File: src/pkg/fault_map.vh
// Register map, field positions and encodings of the recoverable fault block.
`ifndef FAULT_MAP_VH
`define FAULT_MAP_VH

// ----------------------------------------------------------------------------
// Register offsets
// ----------------------------------------------------------------------------
`define ADDR_W              8
`define OFF_FAULT_A_CONFIG  8'h0c
`define OFF_FAULT_B_CONFIG  8'h10
`define OFF_IRQ_STATUS      8'h20
`define OFF_IRQ_CLEAR       8'h24
`define OFF_IRQ_ENABLE      8'h28

// ----------------------------------------------------------------------------
// Configuration fields and reset values
// ----------------------------------------------------------------------------
`define CFG_RESET           32'h00000000
`define CFG_WRITE_MASK      32'h0fff7ffb
`define F_FILTER_HI         27
`define F_FILTER_LO         24
`define F_BLANKDUR_HI       23
`define F_BLANKDUR_LO       16
`define F_CAPT_HI           14
`define F_CAPT_LO           12
`define F_CAPTURE_CHANNEL_SELECT_HI          11
`define F_CAPTURE_CHANNEL_SELECT_LO          10
`define F_HALT_HI           9
`define F_HALT_LO           8
`define F_RESTART           7
`define F_BLANK_HI          6
`define F_BLANK_LO          5
`define F_QUALIFY           4
`define F_KEEP              3
`define F_SRC_HI            1
`define F_SRC_LO            0

// ----------------------------------------------------------------------------
// Field encodings
// ----------------------------------------------------------------------------
`define SRC_DISABLE         2'h0
`define SRC_EVENT           2'h1
`define SRC_INVERT          2'h2
`define SRC_OTHER_FAULT     2'h3
`define BLANK_NONE          2'h0
`define BLANK_RISE          2'h1
`define BLANK_FALL          2'h2
`define BLANK_BOTH          2'h3
`define HALT_DISABLE        2'h0
`define HALT_HARDWARE       2'h1
`define HALT_SOFTWARE       2'h2
`define HALT_NON_RECOVER    2'h3
`define CAPT_NONE           3'h0
`define CAPT_RESERVED       3'h7
`define IRQ_W               2
`define IRQ_ZERO            2'h0
`define WORD_ZERO           32'h00000000

`endif

File: src/design/recoverable_fault_config.v
// Two recoverable fault channels with their configuration registers and interrupt.
//
// Added by the designer: strobed register access.
`timescale 1ns/1ns
`default_nettype none
`include "fault_map.vh"

module recoverable_fault_config (
    input  wire        clk_in,
    input  wire        reset_n_in,
    // Register port.
    input  wire [7:0]  addr_in,
    input  wire [31:0] wdata_in,
    input  wire        write_in,
    input  wire        read_in,
    output reg  [31:0] rdata_out,
    // Timer context.
    input  wire        timer_enabled_in,
    input  wire        write_protect_in,
    input  wire        prescale_tick_in,
    input  wire        cycle_end_in,
    input  wire [1:0]  compare_output_level_in,
    // Event inputs, bit 0 for fault A and bit 1 for fault B.
    input  wire [1:0]  fault_event_input_in,
    // Fault results, bit 0 or the low field for fault A and bit 1 or the high field for fault B; irq_out serves both.
    output reg  [1:0]  fault_state_out,
    output reg  [1:0]  capture_request_out,
    output reg  [5:0]  capture_action_out,
    output reg  [3:0]  capture_channel_select_out,
    output reg  [1:0]  halt_hardware_out,
    output reg  [1:0]  halt_software_out,
    output reg  [1:0]  non_recoverable_out,
    output reg  [1:0]  restart_out,
    output wire        irq_out
);

    // ------------------------------------------------------------------------
    // Reset release
    // ------------------------------------------------------------------------
    reg rst_meta;
    reg rst_sync_n;

    // Asserts at once, releases two edges after the pin goes high.
    always @(posedge clk_in or negedge reset_n_in) begin
        if (!reset_n_in) begin
            rst_meta   <= 1'b0;
            rst_sync_n <= 1'b0;
        end else begin
            rst_meta   <= 1'b1;
            rst_sync_n <= rst_meta;
        end
    end

    // ------------------------------------------------------------------------
    // Configuration registers
    // ------------------------------------------------------------------------
    reg  [31:0] fault_a_config;
    reg  [31:0] fault_b_config;
    reg  [1:0]  irq_status;
    reg  [1:0]  irq_enable;
    wire        cfg_writable;
    wire [31:0] wdata_kept;
    wire [1:0]  fault_onset;
    wire [1:0]  next_irq_status;

    // Fault configuration writes are dropped while the timer runs or protection is on.
    assign cfg_writable = ~timer_enabled_in & ~write_protect_in;

    // Reserved positions never store a one.
    assign wdata_kept = wdata_in & `CFG_WRITE_MASK;

    // Holds the two fault configurations and the interrupt enable.
    always @(posedge clk_in or negedge rst_sync_n) begin
        if (!rst_sync_n) begin
            fault_a_config <= `CFG_RESET;
            fault_b_config <= `CFG_RESET;
            irq_enable     <= `IRQ_ZERO;
        end else if (write_in) begin
            if (addr_in == `OFF_FAULT_A_CONFIG && cfg_writable) begin
                fault_a_config <= wdata_kept;
            end
            if (addr_in == `OFF_FAULT_B_CONFIG && cfg_writable) begin
                fault_b_config <= wdata_kept;
            end
            if (addr_in == `OFF_IRQ_ENABLE) begin
                irq_enable <= wdata_in[`IRQ_W-1:0];
            end
        end
    end

    // A new onset wins over a clear written in the same cycle.
    assign next_irq_status = (write_in && addr_in == `OFF_IRQ_CLEAR)
                           ? ((irq_status & ~wdata_in[`IRQ_W-1:0]) | fault_onset)
                           : (irq_status | fault_onset);

    // Sticky onset flags, one per fault.
    always @(posedge clk_in or negedge rst_sync_n) begin
        if (!rst_sync_n) begin
            irq_status <= `IRQ_ZERO;
        end else begin
            irq_status <= next_irq_status;
        end
    end

    // Level interrupt while any enabled flag stands.
    assign irq_out = |(irq_status & irq_enable);

    // ------------------------------------------------------------------------
    // Read port
    // ------------------------------------------------------------------------
    // Read data appear the cycle after the strobe and read zero otherwise.
    always @(posedge clk_in or negedge rst_sync_n) begin
        if (!rst_sync_n) begin
            rdata_out <= `WORD_ZERO;
        end else if (read_in) begin
            case (addr_in)
                `OFF_FAULT_A_CONFIG: rdata_out <= fault_a_config;
                `OFF_FAULT_B_CONFIG: rdata_out <= fault_b_config;
                `OFF_IRQ_STATUS:     rdata_out <= {30'h00000000, irq_status};
                `OFF_IRQ_ENABLE:     rdata_out <= {30'h00000000, irq_enable};
                default:             rdata_out <= `WORD_ZERO;
            endcase
        end else begin
            rdata_out <= `WORD_ZERO;
        end
    end

    // ------------------------------------------------------------------------
    // Fault channels
    // ------------------------------------------------------------------------
    wire [63:0] cfg_flat;
    reg  [1:0]  state;
    reg  [1:0]  state_at_period_end;

    // Both configurations side by side so the channel loop can slice them.
    assign cfg_flat = {fault_b_config, fault_a_config};

    genvar ch;
    generate
        for (ch = 0; ch < 2; ch = ch + 1) begin : chan
            wire [31:0] cfg;
            reg         evt_meta;
            reg         evt_sync;
            wire        evt_filtered;
            wire        blanked;
            reg         source_level;
            wire        qualified;
            wire        active;
            wire        next_state;
            wire        capture_on;

            assign cfg = cfg_flat[ch*32 +: 32];

            // Event input arrives from asynchronous routing: two flops first.
            always @(posedge clk_in or negedge rst_sync_n) begin
                if (!rst_sync_n) begin
                    evt_meta <= 1'b0;
                    evt_sync <= 1'b0;
                end else begin
                    evt_meta <= fault_event_input_in[ch];
                    evt_sync <= evt_meta;
                end
            end

            // Steady-sample filter on the synchronised event.
            fault_input_filter filter (
                .clk_in     (clk_in),
                .reset_n_in (rst_sync_n),
                .sample_in  (evt_sync),
                .length_in  (cfg[`F_FILTER_HI:`F_FILTER_LO]),
                .level_out  (evt_filtered)
            );

            // Blanking window opened by selected compare output edges.
            fault_blank_timer blank (
                .clk_in      (clk_in),
                .reset_n_in  (rst_sync_n),
                .level_in    (compare_output_level_in[ch]),
                .mode_in     (cfg[`F_BLANK_HI:`F_BLANK_LO]),
                .duration_in (cfg[`F_BLANKDUR_HI:`F_BLANKDUR_LO]),
                .tick_in     (prescale_tick_in),
                .blanked_out (blanked)
            );

            // Source selection, including the other fault's last-period state.
            always @* begin
                case (cfg[`F_SRC_HI:`F_SRC_LO])
                    `SRC_EVENT:       source_level = evt_filtered;
                    `SRC_INVERT:      source_level = ~evt_filtered;
                    `SRC_OTHER_FAULT: source_level = state_at_period_end[1-ch];
                    default:          source_level = 1'b0;
                endcase
            end

            // The input counts only while the compare output is high if asked.
            assign qualified = ~cfg[`F_QUALIFY] | compare_output_level_in[ch];

            // Blanking hides the input for the whole window.
            assign active = source_level & qualified & ~blanked;

            // Keep holds the state until the counter cycle ends.
            assign next_state = active |
                                (cfg[`F_KEEP] & state[ch] & ~cycle_end_in);

            // Capture is requested for every action but none and the reserved code.
            assign capture_on = (cfg[`F_CAPT_HI:`F_CAPT_LO] != `CAPT_NONE) &&
                                (cfg[`F_CAPT_HI:`F_CAPT_LO] != `CAPT_RESERVED);

            assign fault_onset[ch] = next_state & ~state[ch];

            // Fault state and the snapshot taken at each period end.
            always @(posedge clk_in or negedge rst_sync_n) begin
                if (!rst_sync_n) begin
                    state[ch]               <= 1'b0;
                    state_at_period_end[ch] <= 1'b0;
                end else begin
                    state[ch] <= next_state;
                    if (cycle_end_in) begin
                        state_at_period_end[ch] <= state[ch];
                    end
                end
            end

            // Registered results handed to the counter core.
            always @(posedge clk_in or negedge rst_sync_n) begin
                if (!rst_sync_n) begin
                    fault_state_out[ch]                <= 1'b0;
                    capture_request_out[ch]            <= 1'b0;
                    capture_action_out[ch*3 +: 3]      <= `CAPT_NONE;
                    capture_channel_select_out[ch*2 +: 2] <= 2'h0;
                    halt_hardware_out[ch]              <= 1'b0;
                    halt_software_out[ch]              <= 1'b0;
                    non_recoverable_out[ch]            <= 1'b0;
                    restart_out[ch]                    <= 1'b0;
                end else begin
                    fault_state_out[ch]     <= next_state;
                    capture_request_out[ch] <= fault_onset[ch] & capture_on;
                    capture_action_out[ch*3 +: 3] <= cfg[`F_CAPT_HI:`F_CAPT_LO];
                    capture_channel_select_out[ch*2 +: 2] <=
                        cfg[`F_CAPTURE_CHANNEL_SELECT_HI:`F_CAPTURE_CHANNEL_SELECT_LO];
                    halt_hardware_out[ch] <= next_state &
                        (cfg[`F_HALT_HI:`F_HALT_LO] == `HALT_HARDWARE);
                    halt_software_out[ch] <= next_state &
                        (cfg[`F_HALT_HI:`F_HALT_LO] == `HALT_SOFTWARE);
                    non_recoverable_out[ch] <= next_state &
                        (cfg[`F_HALT_HI:`F_HALT_LO] == `HALT_NON_RECOVER);
                    restart_out[ch] <= fault_onset[ch] & cfg[`F_RESTART];
                end
            end
        end
    endgenerate

endmodule
`default_nettype wire

File: src/design/fault_input_filter.v
// Sample-count filter that accepts a new input level only once it has held steady.
`timescale 1ns/1ns
`default_nettype none
`include "fault_map.vh"

module fault_input_filter (
    input  wire       clk_in,
    input  wire       reset_n_in,
    input  wire       sample_in,
    input  wire [3:0] length_in,
    output reg        level_out
);

    reg  [3:0] run;
    wire [3:0] next_run;

    // Count of consecutive samples that differ from the accepted level.
    assign next_run = run + 4'h1;

    // ------------------------------------------------------------------------
    // Filter
    // ------------------------------------------------------------------------
    // A zero length passes samples straight through; otherwise the level flips
    // only after length_in consecutive disagreeing samples.
    always @(posedge clk_in or negedge reset_n_in) begin
        if (!reset_n_in) begin
            run       <= 4'h0;
            level_out <= 1'b0;
        end else if (length_in == 4'h0) begin
            run       <= 4'h0;
            level_out <= sample_in;
        end else if (sample_in != level_out) begin
            if (next_run >= length_in) begin
                run       <= 4'h0;
                level_out <= sample_in;
            end else begin
                run <= next_run;
            end
        end else begin
            run <= 4'h0;
        end
    end

endmodule
`default_nettype wire

File: src/design/fault_blank_timer.v
// Blanking window timer started by selected edges of the compare output.
`timescale 1ns/1ns
`default_nettype none
`include "fault_map.vh"

module fault_blank_timer (
    input  wire       clk_in,
    input  wire       reset_n_in,
    input  wire       level_in,
    input  wire [1:0] mode_in,
    input  wire [7:0] duration_in,
    input  wire       tick_in,
    output wire       blanked_out
);

    reg       level_d;
    reg [7:0] remain;
    reg       start;

    // ------------------------------------------------------------------------
    // Edge selection
    // ------------------------------------------------------------------------
    // Picks which waveform edges open a blanking window.
    always @* begin
        case (mode_in)
            `BLANK_RISE: start = level_in & ~level_d;
            `BLANK_FALL: start = ~level_in & level_d;
            `BLANK_BOTH: start = level_in ^ level_d;
            default:     start = 1'b0;
        endcase
    end

    // ------------------------------------------------------------------------
    // Window counter
    // ------------------------------------------------------------------------
    // Loads the duration on an edge and counts down on prescaled ticks.
    always @(posedge clk_in or negedge reset_n_in) begin
        if (!reset_n_in) begin
            level_d <= 1'b0;
            remain  <= 8'h00;
        end else begin
            level_d <= level_in;
            if (start) begin
                remain <= duration_in;
            end else if (tick_in && remain != 8'h00) begin
                remain <= remain - 8'h01;
            end
        end
    end

    // The input is held off while any of the window remains.
    assign blanked_out = (remain != 8'h00);

endmodule
`default_nettype wire

File: config.mk
export PLATFORM = sky130hd
export DESIGN_NAME = recoverable_fault_config
export DESIGN_NICKNAME = d
export VERILOG_FILES = /design/src/design/recoverable_fault_config.v /design/src/design/fault_input_filter.v /design/src/design/fault_blank_timer.v
export VERILOG_INCLUDE_DIRS = /design/src /design/src/pkg
export SDC_FILE = /design/constraint.sdc
export NUM_CORES = 1
export LEC_CHECK = 0
export ABC_AREA = 1
export BUFFER_PORTS_ARGS = -buffer_cell sky130_fd_sc_hd__buf_4
export CORE_MARGIN = 8
export CORE_UTILIZATION = 60
export DETAILED_ROUTE_END_ITERATION = 16
export PLACE_DENSITY = 0.82
export SETUP_SLACK_MARGIN = 0.4
export SKIP_LAST_GASP = 1
export SYNTH_ARGS = -nofsm -noshare
export SYNTH_HDL_FRONTEND = slang
export SYNTH_SLANG_ARGS = --single-unit
File: constraint.sdc
create_clock -name clk_in -period 10.05 [get_ports clk_in]
set_input_delay 1.5075 -clock clk_in [delete_from_list [all_inputs] [get_ports clk_in]]
set_output_delay 1.5075 -clock clk_in [all_outputs]
set_load 0.02 [all_outputs]
==> results of run 1 <==
-- synthesized netlist by cell type --
cell,n
nand4_1,7
nor3_4,1
dfrtp_1,140
buf_2,6
buf_4,6
xnor2_1,6
nand2_2,15
a21oi_1,22
o21ai_1,6
clkbuf_2,2
nand3b_1,5
o21a_1,2
nor2_2,1
nor2_1,48
nor3_1,9
conb_1,2
or2_4,1
o21ai_2,27
or2_2,3
clkbuf_1,3
nor2_4,2
o21ai_4,1
a22o_1,1
inv_2,2
nand2_1,208
xor2_1,2
clkinv_4,1
inv_1,98
nand2_4,2
o21ai_0,44
o21bai_1,2
nand3_1,56
ha_1,18
buf_6,7
-- worst max-delay path: stages --
cell and delay [ns]:
buf_4 0.11, inv_1 0.04, nand2_1 0.08, nor2_2 0.66, nand2_1 0.20, inv_2 0.32, nand2_2 0.61, o21ai_0 0.43
-- per-layer routing --
| layer | part of all wire (%) | track usage (%) |
|---|---|---|
| met4 | 1.9 | 8.04 |
| met1 | 40 | 27.0 |
| met5 | 0 | 0 |
| met3 | 6.4 | 6.48 |
| met2 | 51 | 38.8 |
-- worst paths after layout --
path                                      endpoint  slack [ns]  cells after the start
hold reg to reg                   chan[0].evt_sync        0.35                      0
max in group asynchronous  chan[1].blank.remain[7]        8.25                      1
hold / removal                    chan[0].evt_sync        0.35                      0
setup reg to reg             chan[1].filter.run[2]        8.09                      9
setup / recovery                    chan[0].cfg[9]        6.46                      8
min in group asynchronous   non_recoverable_out[1]        0.53                      0
-- layout make-up --
cell class	instances	area share, %
tap	140	2.22
timing repair buffer	95	9.02
multi-input combinational	496	32.0
sequential	140	44.4
clock inverter	11	1.79
clock buffer	20	5.76
inverter	101	4.86
-- registers in the layout, indices dropped and copies added, names as in the netlist, 4 cells and up --
name	count
chan.blank.remain	16
rdata_out	26
capture_action_out	6
chan.cfg	52
chan.filter.run	8
capture_channel_select_out	4
-- power by group through the flow --
stage | Sequential (mW) | Clock [mW] | Combinational (mW)
4_1_cts | 0.644 | 0.633 | 0.248
3_3_place_gp | 0.652 | 0 | 0.229
2_1_floorplan | 0.646 | 0 | 0.182
6_report | 0.645 | 0.626 | 0.248
3_5_place_dp | 0.654 | 0 | 0.245
5_1_grt | 0.651 | 0.658 | 0.284
-- logic make-up after synthesis --
logic type	Yosys count	share of synthesized area (%)
buffers and inverters	125	8.51
other	2	0.114
xor gates and xnor gates	8	1.07
adders and majority gates	18	3.43
DFF	140	53.3
AOI/OAI and AO/OA	105	9.92
and+or+nand+nor	358	23.7
-- through the flow --
| step | util [%] | power [mW] | instances |
|---|---|---|---|
| floorplan | - | 0.828 | 761 |
| global placement | 68.0 | 0.881 | 972 |
| detailed placement | 68.0 | 0.899 | 972 |
| CTS | 73.6 | 1.52 | 1003 |
| global route | 73.6 | 1.59 | 1003 |
| finish | 73.6 | 1.52 | 1003 |
==> flow_metrics.env, run 1 <==
export IMPL_vias_per_cell=5.35
export IMPL_insertion_delay_ns=0.53
export IMPL_grt_pass1_wl_mm=26.4
export IMPL_skew_ns=0.00885
export IMPL_p_leak_nw=4.11
export IMPL_min_period_over_period_pct=35.7
export IMPL_netlist_instances=756
export IMPL_drtAntennaViolNets=0
export IMPL_grt_max_degree=87
export IMPL_peakVddDrop_mv=0.115
export IMPL_cts_root_buf="clkbuf_8"
export IMPL_core_area_sq_um=10700
export IMPL_seqPwrFrac_pct=42.4
export IMPL_via_count=5371
export IMPL_cp_start_kind="input port"
export IMPL_io_pins=107
export IMPL_htreeDepth=4
export IMPL_cp_end_kind="register"
export IMPL_dr_pass1_iters=5
export IMPL_multi_input_area_sq_um=2530
export IMPL_start_util_pct=61.2
export IMPL_seqCellArea_sq_um=3510
export IMPL_critical_path_required_ns=10.46
export IMPL_nFillCells=794
export IMPL_hold_worst_slack_ns=0.350
export IMPL_timing_setup_tns_ns=0
export IMPL_syn2layout_area_growth_pct=20.3
export IMPL_antenna_found_initial=0
export IMPL_layout_commonest_cell="nand2_1"
export IMPL_p_clk_share_pct=41.2
export IMPL_grt_overflow=0
export IMPL_yosys_top_cells_area="dfrtp_1 53%, nand2_1 12%, inv_1 5.6%"
export IMPL_hold_path_class="reg2reg"
export IMPL_clock_path_buffers=2
export IMPL_dp_slack_ns=5.99
export IMPL_cts_tree="yes"
export IMPL_worstSetupPathType="in2reg"
export IMPL_grt_pass1_vias=5391
export IMPL_drive_gt1_share_pct=21.2
export IMPL_final_area_sq_um=7910
export IMPL_fin_ws_ns=6.46
export IMPL_min_from="chan[0].evt_meta"
export IMPL_syn_area_sq_um=6570
export IMPL_ys_types=34
export IMPL_cts_buffers_inserted=17
export IMPL_hold_violations=0
export IMPL_cts_num_sinks=140
export IMPL_ctsResizeCount=0
export IMPL_drv_cap=0
export IMPL_synth_top_area_cell="dfrtp_1"
export IMPL_gp_congestion=0.884
export IMPL_cts_setup_buffers=0
export IMPL_arrival_ns=4.00
export IMPL_final_min_clock_period_ns=3.59
export IMPL_dieArea_sq_um=14600
export IMPL_hpwlAfterDp_mm=11.0
export IMPL_row_count=38
export IMPL_first_iter_violations=374
export IMPL_antenna_cells=0
export IMPL_power_switching_mw=0.430
export IMPL_layout_common_cells="208 x nand2_1, 139 x dfrtp_1, 98 x inv_1, 95 x buf_4, 56 x nand3_1"
export IMPL_worst_pin_slew_ns=1.10
export IMPL_setup_viol=0
export IMPL_yosysWarnings=0
export IMPL_switching_share_pct=28.3
export IMPL_wl_per_cell_um=15.8
export IMPL_status="finished, final reports clean"
export IMPL_die_x_um=121
export IMPL_rr_startpoint="chan[1].filter.run[0]"
export IMPL_synth_area_per_cell_sq_um=8.70
export IMPL_placed_area_sq_um=7310
export IMPL_cts_clk_slew_worst_paths_ns=0.06
export IMPL_hold_buffers=0
export IMPL_crit_path_start="addr_in[7]"
export IMPL_rsz0062_at_grt="false"
export IMPL_die_h_um=121
export IMPL_power_frac_comb_pct=16.3
export IMPL_power_density_nw_per_um2=192
export IMPL_relSlewSlack_pct=26.7
export IMPL_ys_seq_area_share_pct=53.3
export IMPL_drt_total_wl_mm=15.9
export IMPL_synth_ff_latch_count=140
export IMPL_fmaxAchievable_mhz=279
export IMPL_power_internal_mw=1.09
export IMPL_synth_top_area_share_pct=53.3
export IMPL_grtUsageTotal_pct=22.8
export IMPL_slew_viol_final=0
export IMPL_port_buffers=94
export IMPL_fin_nets=921
export IMPL_crit_fanout=52
export IMPL_drcViolationCount=0
(Power assumes the default switching activity.)
==> run 2: changes to the inputs <==
--- a/config.mk
+++ b/config.mk
@@ -9,9 +9,9 @@
 export ABC_AREA = 1
 export BUFFER_PORTS_ARGS = -buffer_cell sky130_fd_sc_hd__buf_4
 export CORE_MARGIN = 8
-export CORE_UTILIZATION = 60
+export CORE_UTILIZATION = 51
 export DETAILED_ROUTE_END_ITERATION = 16
-export PLACE_DENSITY = 0.82
+export PLACE_DENSITY = 0.74
 export SETUP_SLACK_MARGIN = 0.4
 export SKIP_LAST_GASP = 1
 export SYNTH_ARGS = -nofsm -noshare
==> constraint.sdc (replaced) <==
create_clock -name clk_in -period 3.2 [get_ports clk_in]
set_input_delay 0.48 -clock clk_in [delete_from_list [all_inputs] [get_ports clk_in]]
set_output_delay 0.48 -clock clk_in [all_outputs]
set_load 0.02 [all_outputs]
==> run 2 against run 1 <==
  * Sequential power grew to 3.1 times the previous value
  * Final cell count grew 3.9%
  * Critical path depth up 2
  * Cell area increased by 1.3%
  * Global-route usage fell by 2.5 points
  * Clock skew up 0.0010 ns
  * Power increased to 3.1 times the previous value
  * Sequential share of layout area is 0.55 points lower
  * Utilization decreased by 10 points
  * Highest routed layer unchanged
==> flow_metrics.env, run 2 (same netlist as run 1, synthesis figures left out) <==
export IMPL_core_area_sq_um=12600
export IMPL_dr_wl_met3_mm=1.03
export IMPL_die_h_um=130
export IMPL_vias_per_cell=5.09
export IMPL_grt_pass1_vias=5508
export IMPL_drv_cap=0
export IMPL_seqPwrFrac_pct=42.4
export IMPL_cts_tree="yes"
export IMPL_cts_root_buf="clkbuf_16"
export IMPL_clock_path_buffers=2
export IMPL_cts_buffers_inserted=17
export IMPL_cts_setup_buffers=0
export IMPL_slowest_stage="dfrtp_1"
export IMPL_crit_fanout=6
export IMPL_switching_share_pct=29.3
export IMPL_status="finished, final reports clean"
export IMPL_slew_viol_final=0
export IMPL_port_buffers=94
export IMPL_arrival_ns=2.26
export IMPL_grt_overflow=0
export IMPL_fin_nets=927
export IMPL_row_count=41
export IMPL_p_leak_nw=4.14
export IMPL_cp_end_kind="register"
export IMPL_worst_pin_slew_ns=0.814
export IMPL_antenna_found_initial=0
export IMPL_grt_max_degree=59
export IMPL_via_count=5307
export IMPL_largest_register_ffs=52
export IMPL_hold_violations=0
export IMPL_dr_pass1_iters=5
export IMPL_drt_total_wl_mm=16.0
export IMPL_peakVddDrop_mv=0.349
export IMPL_power_density_nw_per_um2=592
export IMPL_hold_worst_slack_ns=0.164
export IMPL_nFillCells=1059
export IMPL_fmaxAchievable_mhz=511
export IMPL_routed_top_layer="met4"
export IMPL_insertion_delay_ns=0.43
export IMPL_multi_input_area_sq_um=2530
export IMPL_setup_viol=0
export IMPL_power_frac_comb_pct=16.6
export IMPL_drtAntennaViolNets=0
export IMPL_dieArea_sq_um=16800
export IMPL_io_pins=107
export IMPL_min_period_over_period_pct=61.1
export IMPL_wl_met2_mm=7.86
export IMPL_met1_length_mm=6.80
export IMPL_start_util_pct=52.1
export IMPL_rsz0062_at_grt="false"
export IMPL_critPathMaxStageDelay_ns=0.42
export IMPL_power_switching_mw=1.39
export IMPL_drcViolationCount=0
export IMPL_htreeDepth=4
export IMPL_timing_setup_tns_ns=0
export IMPL_layout_commonest_cell="nand2_1"
export IMPL_first_iter_violations=331
export IMPL_syn2layout_area_growth_pct=21.8
export IMPL_cts_clk_slew_worst_paths_ns=0.06
export IMPL_hold_path_class="in2reg"
export IMPL_layout_common_cells="208 x nand2_1, 139 x dfrtp_1, 98 x inv_1, 98 x buf_4, 56 x nand3_1"
export IMPL_seqCellArea_sq_um=3510
export IMPL_grt_pass1_wl_mm=26.4
export IMPL_cts_num_sinks=140
export IMPL_skew_ns=0.00986
export IMPL_crit_path_cell_trace="ha_1 > xnor2_1 > inv_1 > ha_1 > nand2_1 > inv_1 > nand3_1 > nand4_1 > nand2_1 > o21ai_0"
export IMPL_hpwlAfterDp_mm=11.2
export IMPL_wl_per_cell_um=15.3
export IMPL_p_clk_share_pct=41.0
export IMPL_relSlewSlack_pct=45.7
export IMPL_antenna_cells=0
export IMPL_drive_gt1_share_pct=21.6
export IMPL_final_util_pct=63.4
export IMPL_grtUsageTotal_pct=20.2
export IMPL_gp_congestion=0.892
export IMPL_die_x_um=130
export IMPL_power_internal_mw=3.35
export IMPL_worstSetupPathType="reg2reg"
export IMPL_cp_start_kind="register"
export IMPL_critical_path_required_ns=3.50
export IMPL_final_min_clock_period_ns=1.96
## run 2: changes by cell type in the layout (fill, tap and decap cells not counted), sizes merged
cell and change:
buf +5, clkinv +1, inv +2, bufinv -1, dlygate4sd3 +1, clkbuf -1
## run 2: power by group through the flow
| stage | Sequential, mW | Combinational, mW | Clock, mW |
|---|---|---|---|
| after CTS | 2.01 | 0.784 | 1.96 |
| after floorplan | 2.03 | 0.571 | 0 |
| final | 2.01 | 0.787 | 1.94 |
| after global placement | 2.03 | 0.735 | 0 |
| after global routing | 2.03 | 0.898 | 2.04 |
| after detailed placement | 2.04 | 0.778 | 0 |
## run 2: path summary, 6_finish.rpt
check,start,end,slack (ns),cells past startpoint
max,chan[0].filter.run[0],chan[0].filter.level_out,1.24,10
min,fault_event_input_in[0],chan[0].evt_meta,0.16,1
max reg2reg,chan[0].filter.run[0],chan[0].filter.level_out,1.24,10
min reg2reg,rst_sync_n,rdata_out[10],0.31,0
max in group asynchronous,rst_sync_n,chan[1].cfg[9],1.91,1
min in group asynchronous,rst_sync_n,rdata_out[10],0.31,0
## run 2: final cells by class
cell class | count | area share (%)
clock buffers | 19 | 5.53
inverters | 101 | 4.80
multi-input cells | 496 | 31.6
well taps | 172 | 2.69
clock inverters | 13 | 1.77
repair buffers | 101 | 9.81
flip-flops and latches | 140 | 43.8
## run 2: what timing repair did
action                    in CTS  in global routing
resized for setup              0                  0
hold buffers                   1                  0
hold endpoints to repair       2                  0
## run 2: critical path, delay by kind of cell (launching register included)
family / cells / cell delay (ns)
flops: 1 / 0.42
fa+ha+maj: 2 / 0.51
compound gates: 1 / 0.08
buf+inv: 2 / 0.13
simple gates: 4 / 0.47
xor+xnor: 1 / 0.22
## run 2: per-layer routing
layer / GRT usage (%) / vias to the layer above
met3: 5.92 / 24
met5: 0 / -
met2: 34.1 / 163
met1: 24.1 / 2538
li1: - / 2582
met4: 7.51 / 0
## run 2: metrics by stage
step	cells	area, sq um	worst slack (ns)	total power, mW
2_1_floorplan	761	6590	0.874	2.60
3_3_place_gp	1009	7410	0.944	2.77
3_5_place_dp	1009	7410	0.864	2.82
4_1_cts	1042	8010	1.26	4.76
5_1_grt	1042	8010	1.02	4.97
6_report	1042	8010	1.24	4.74
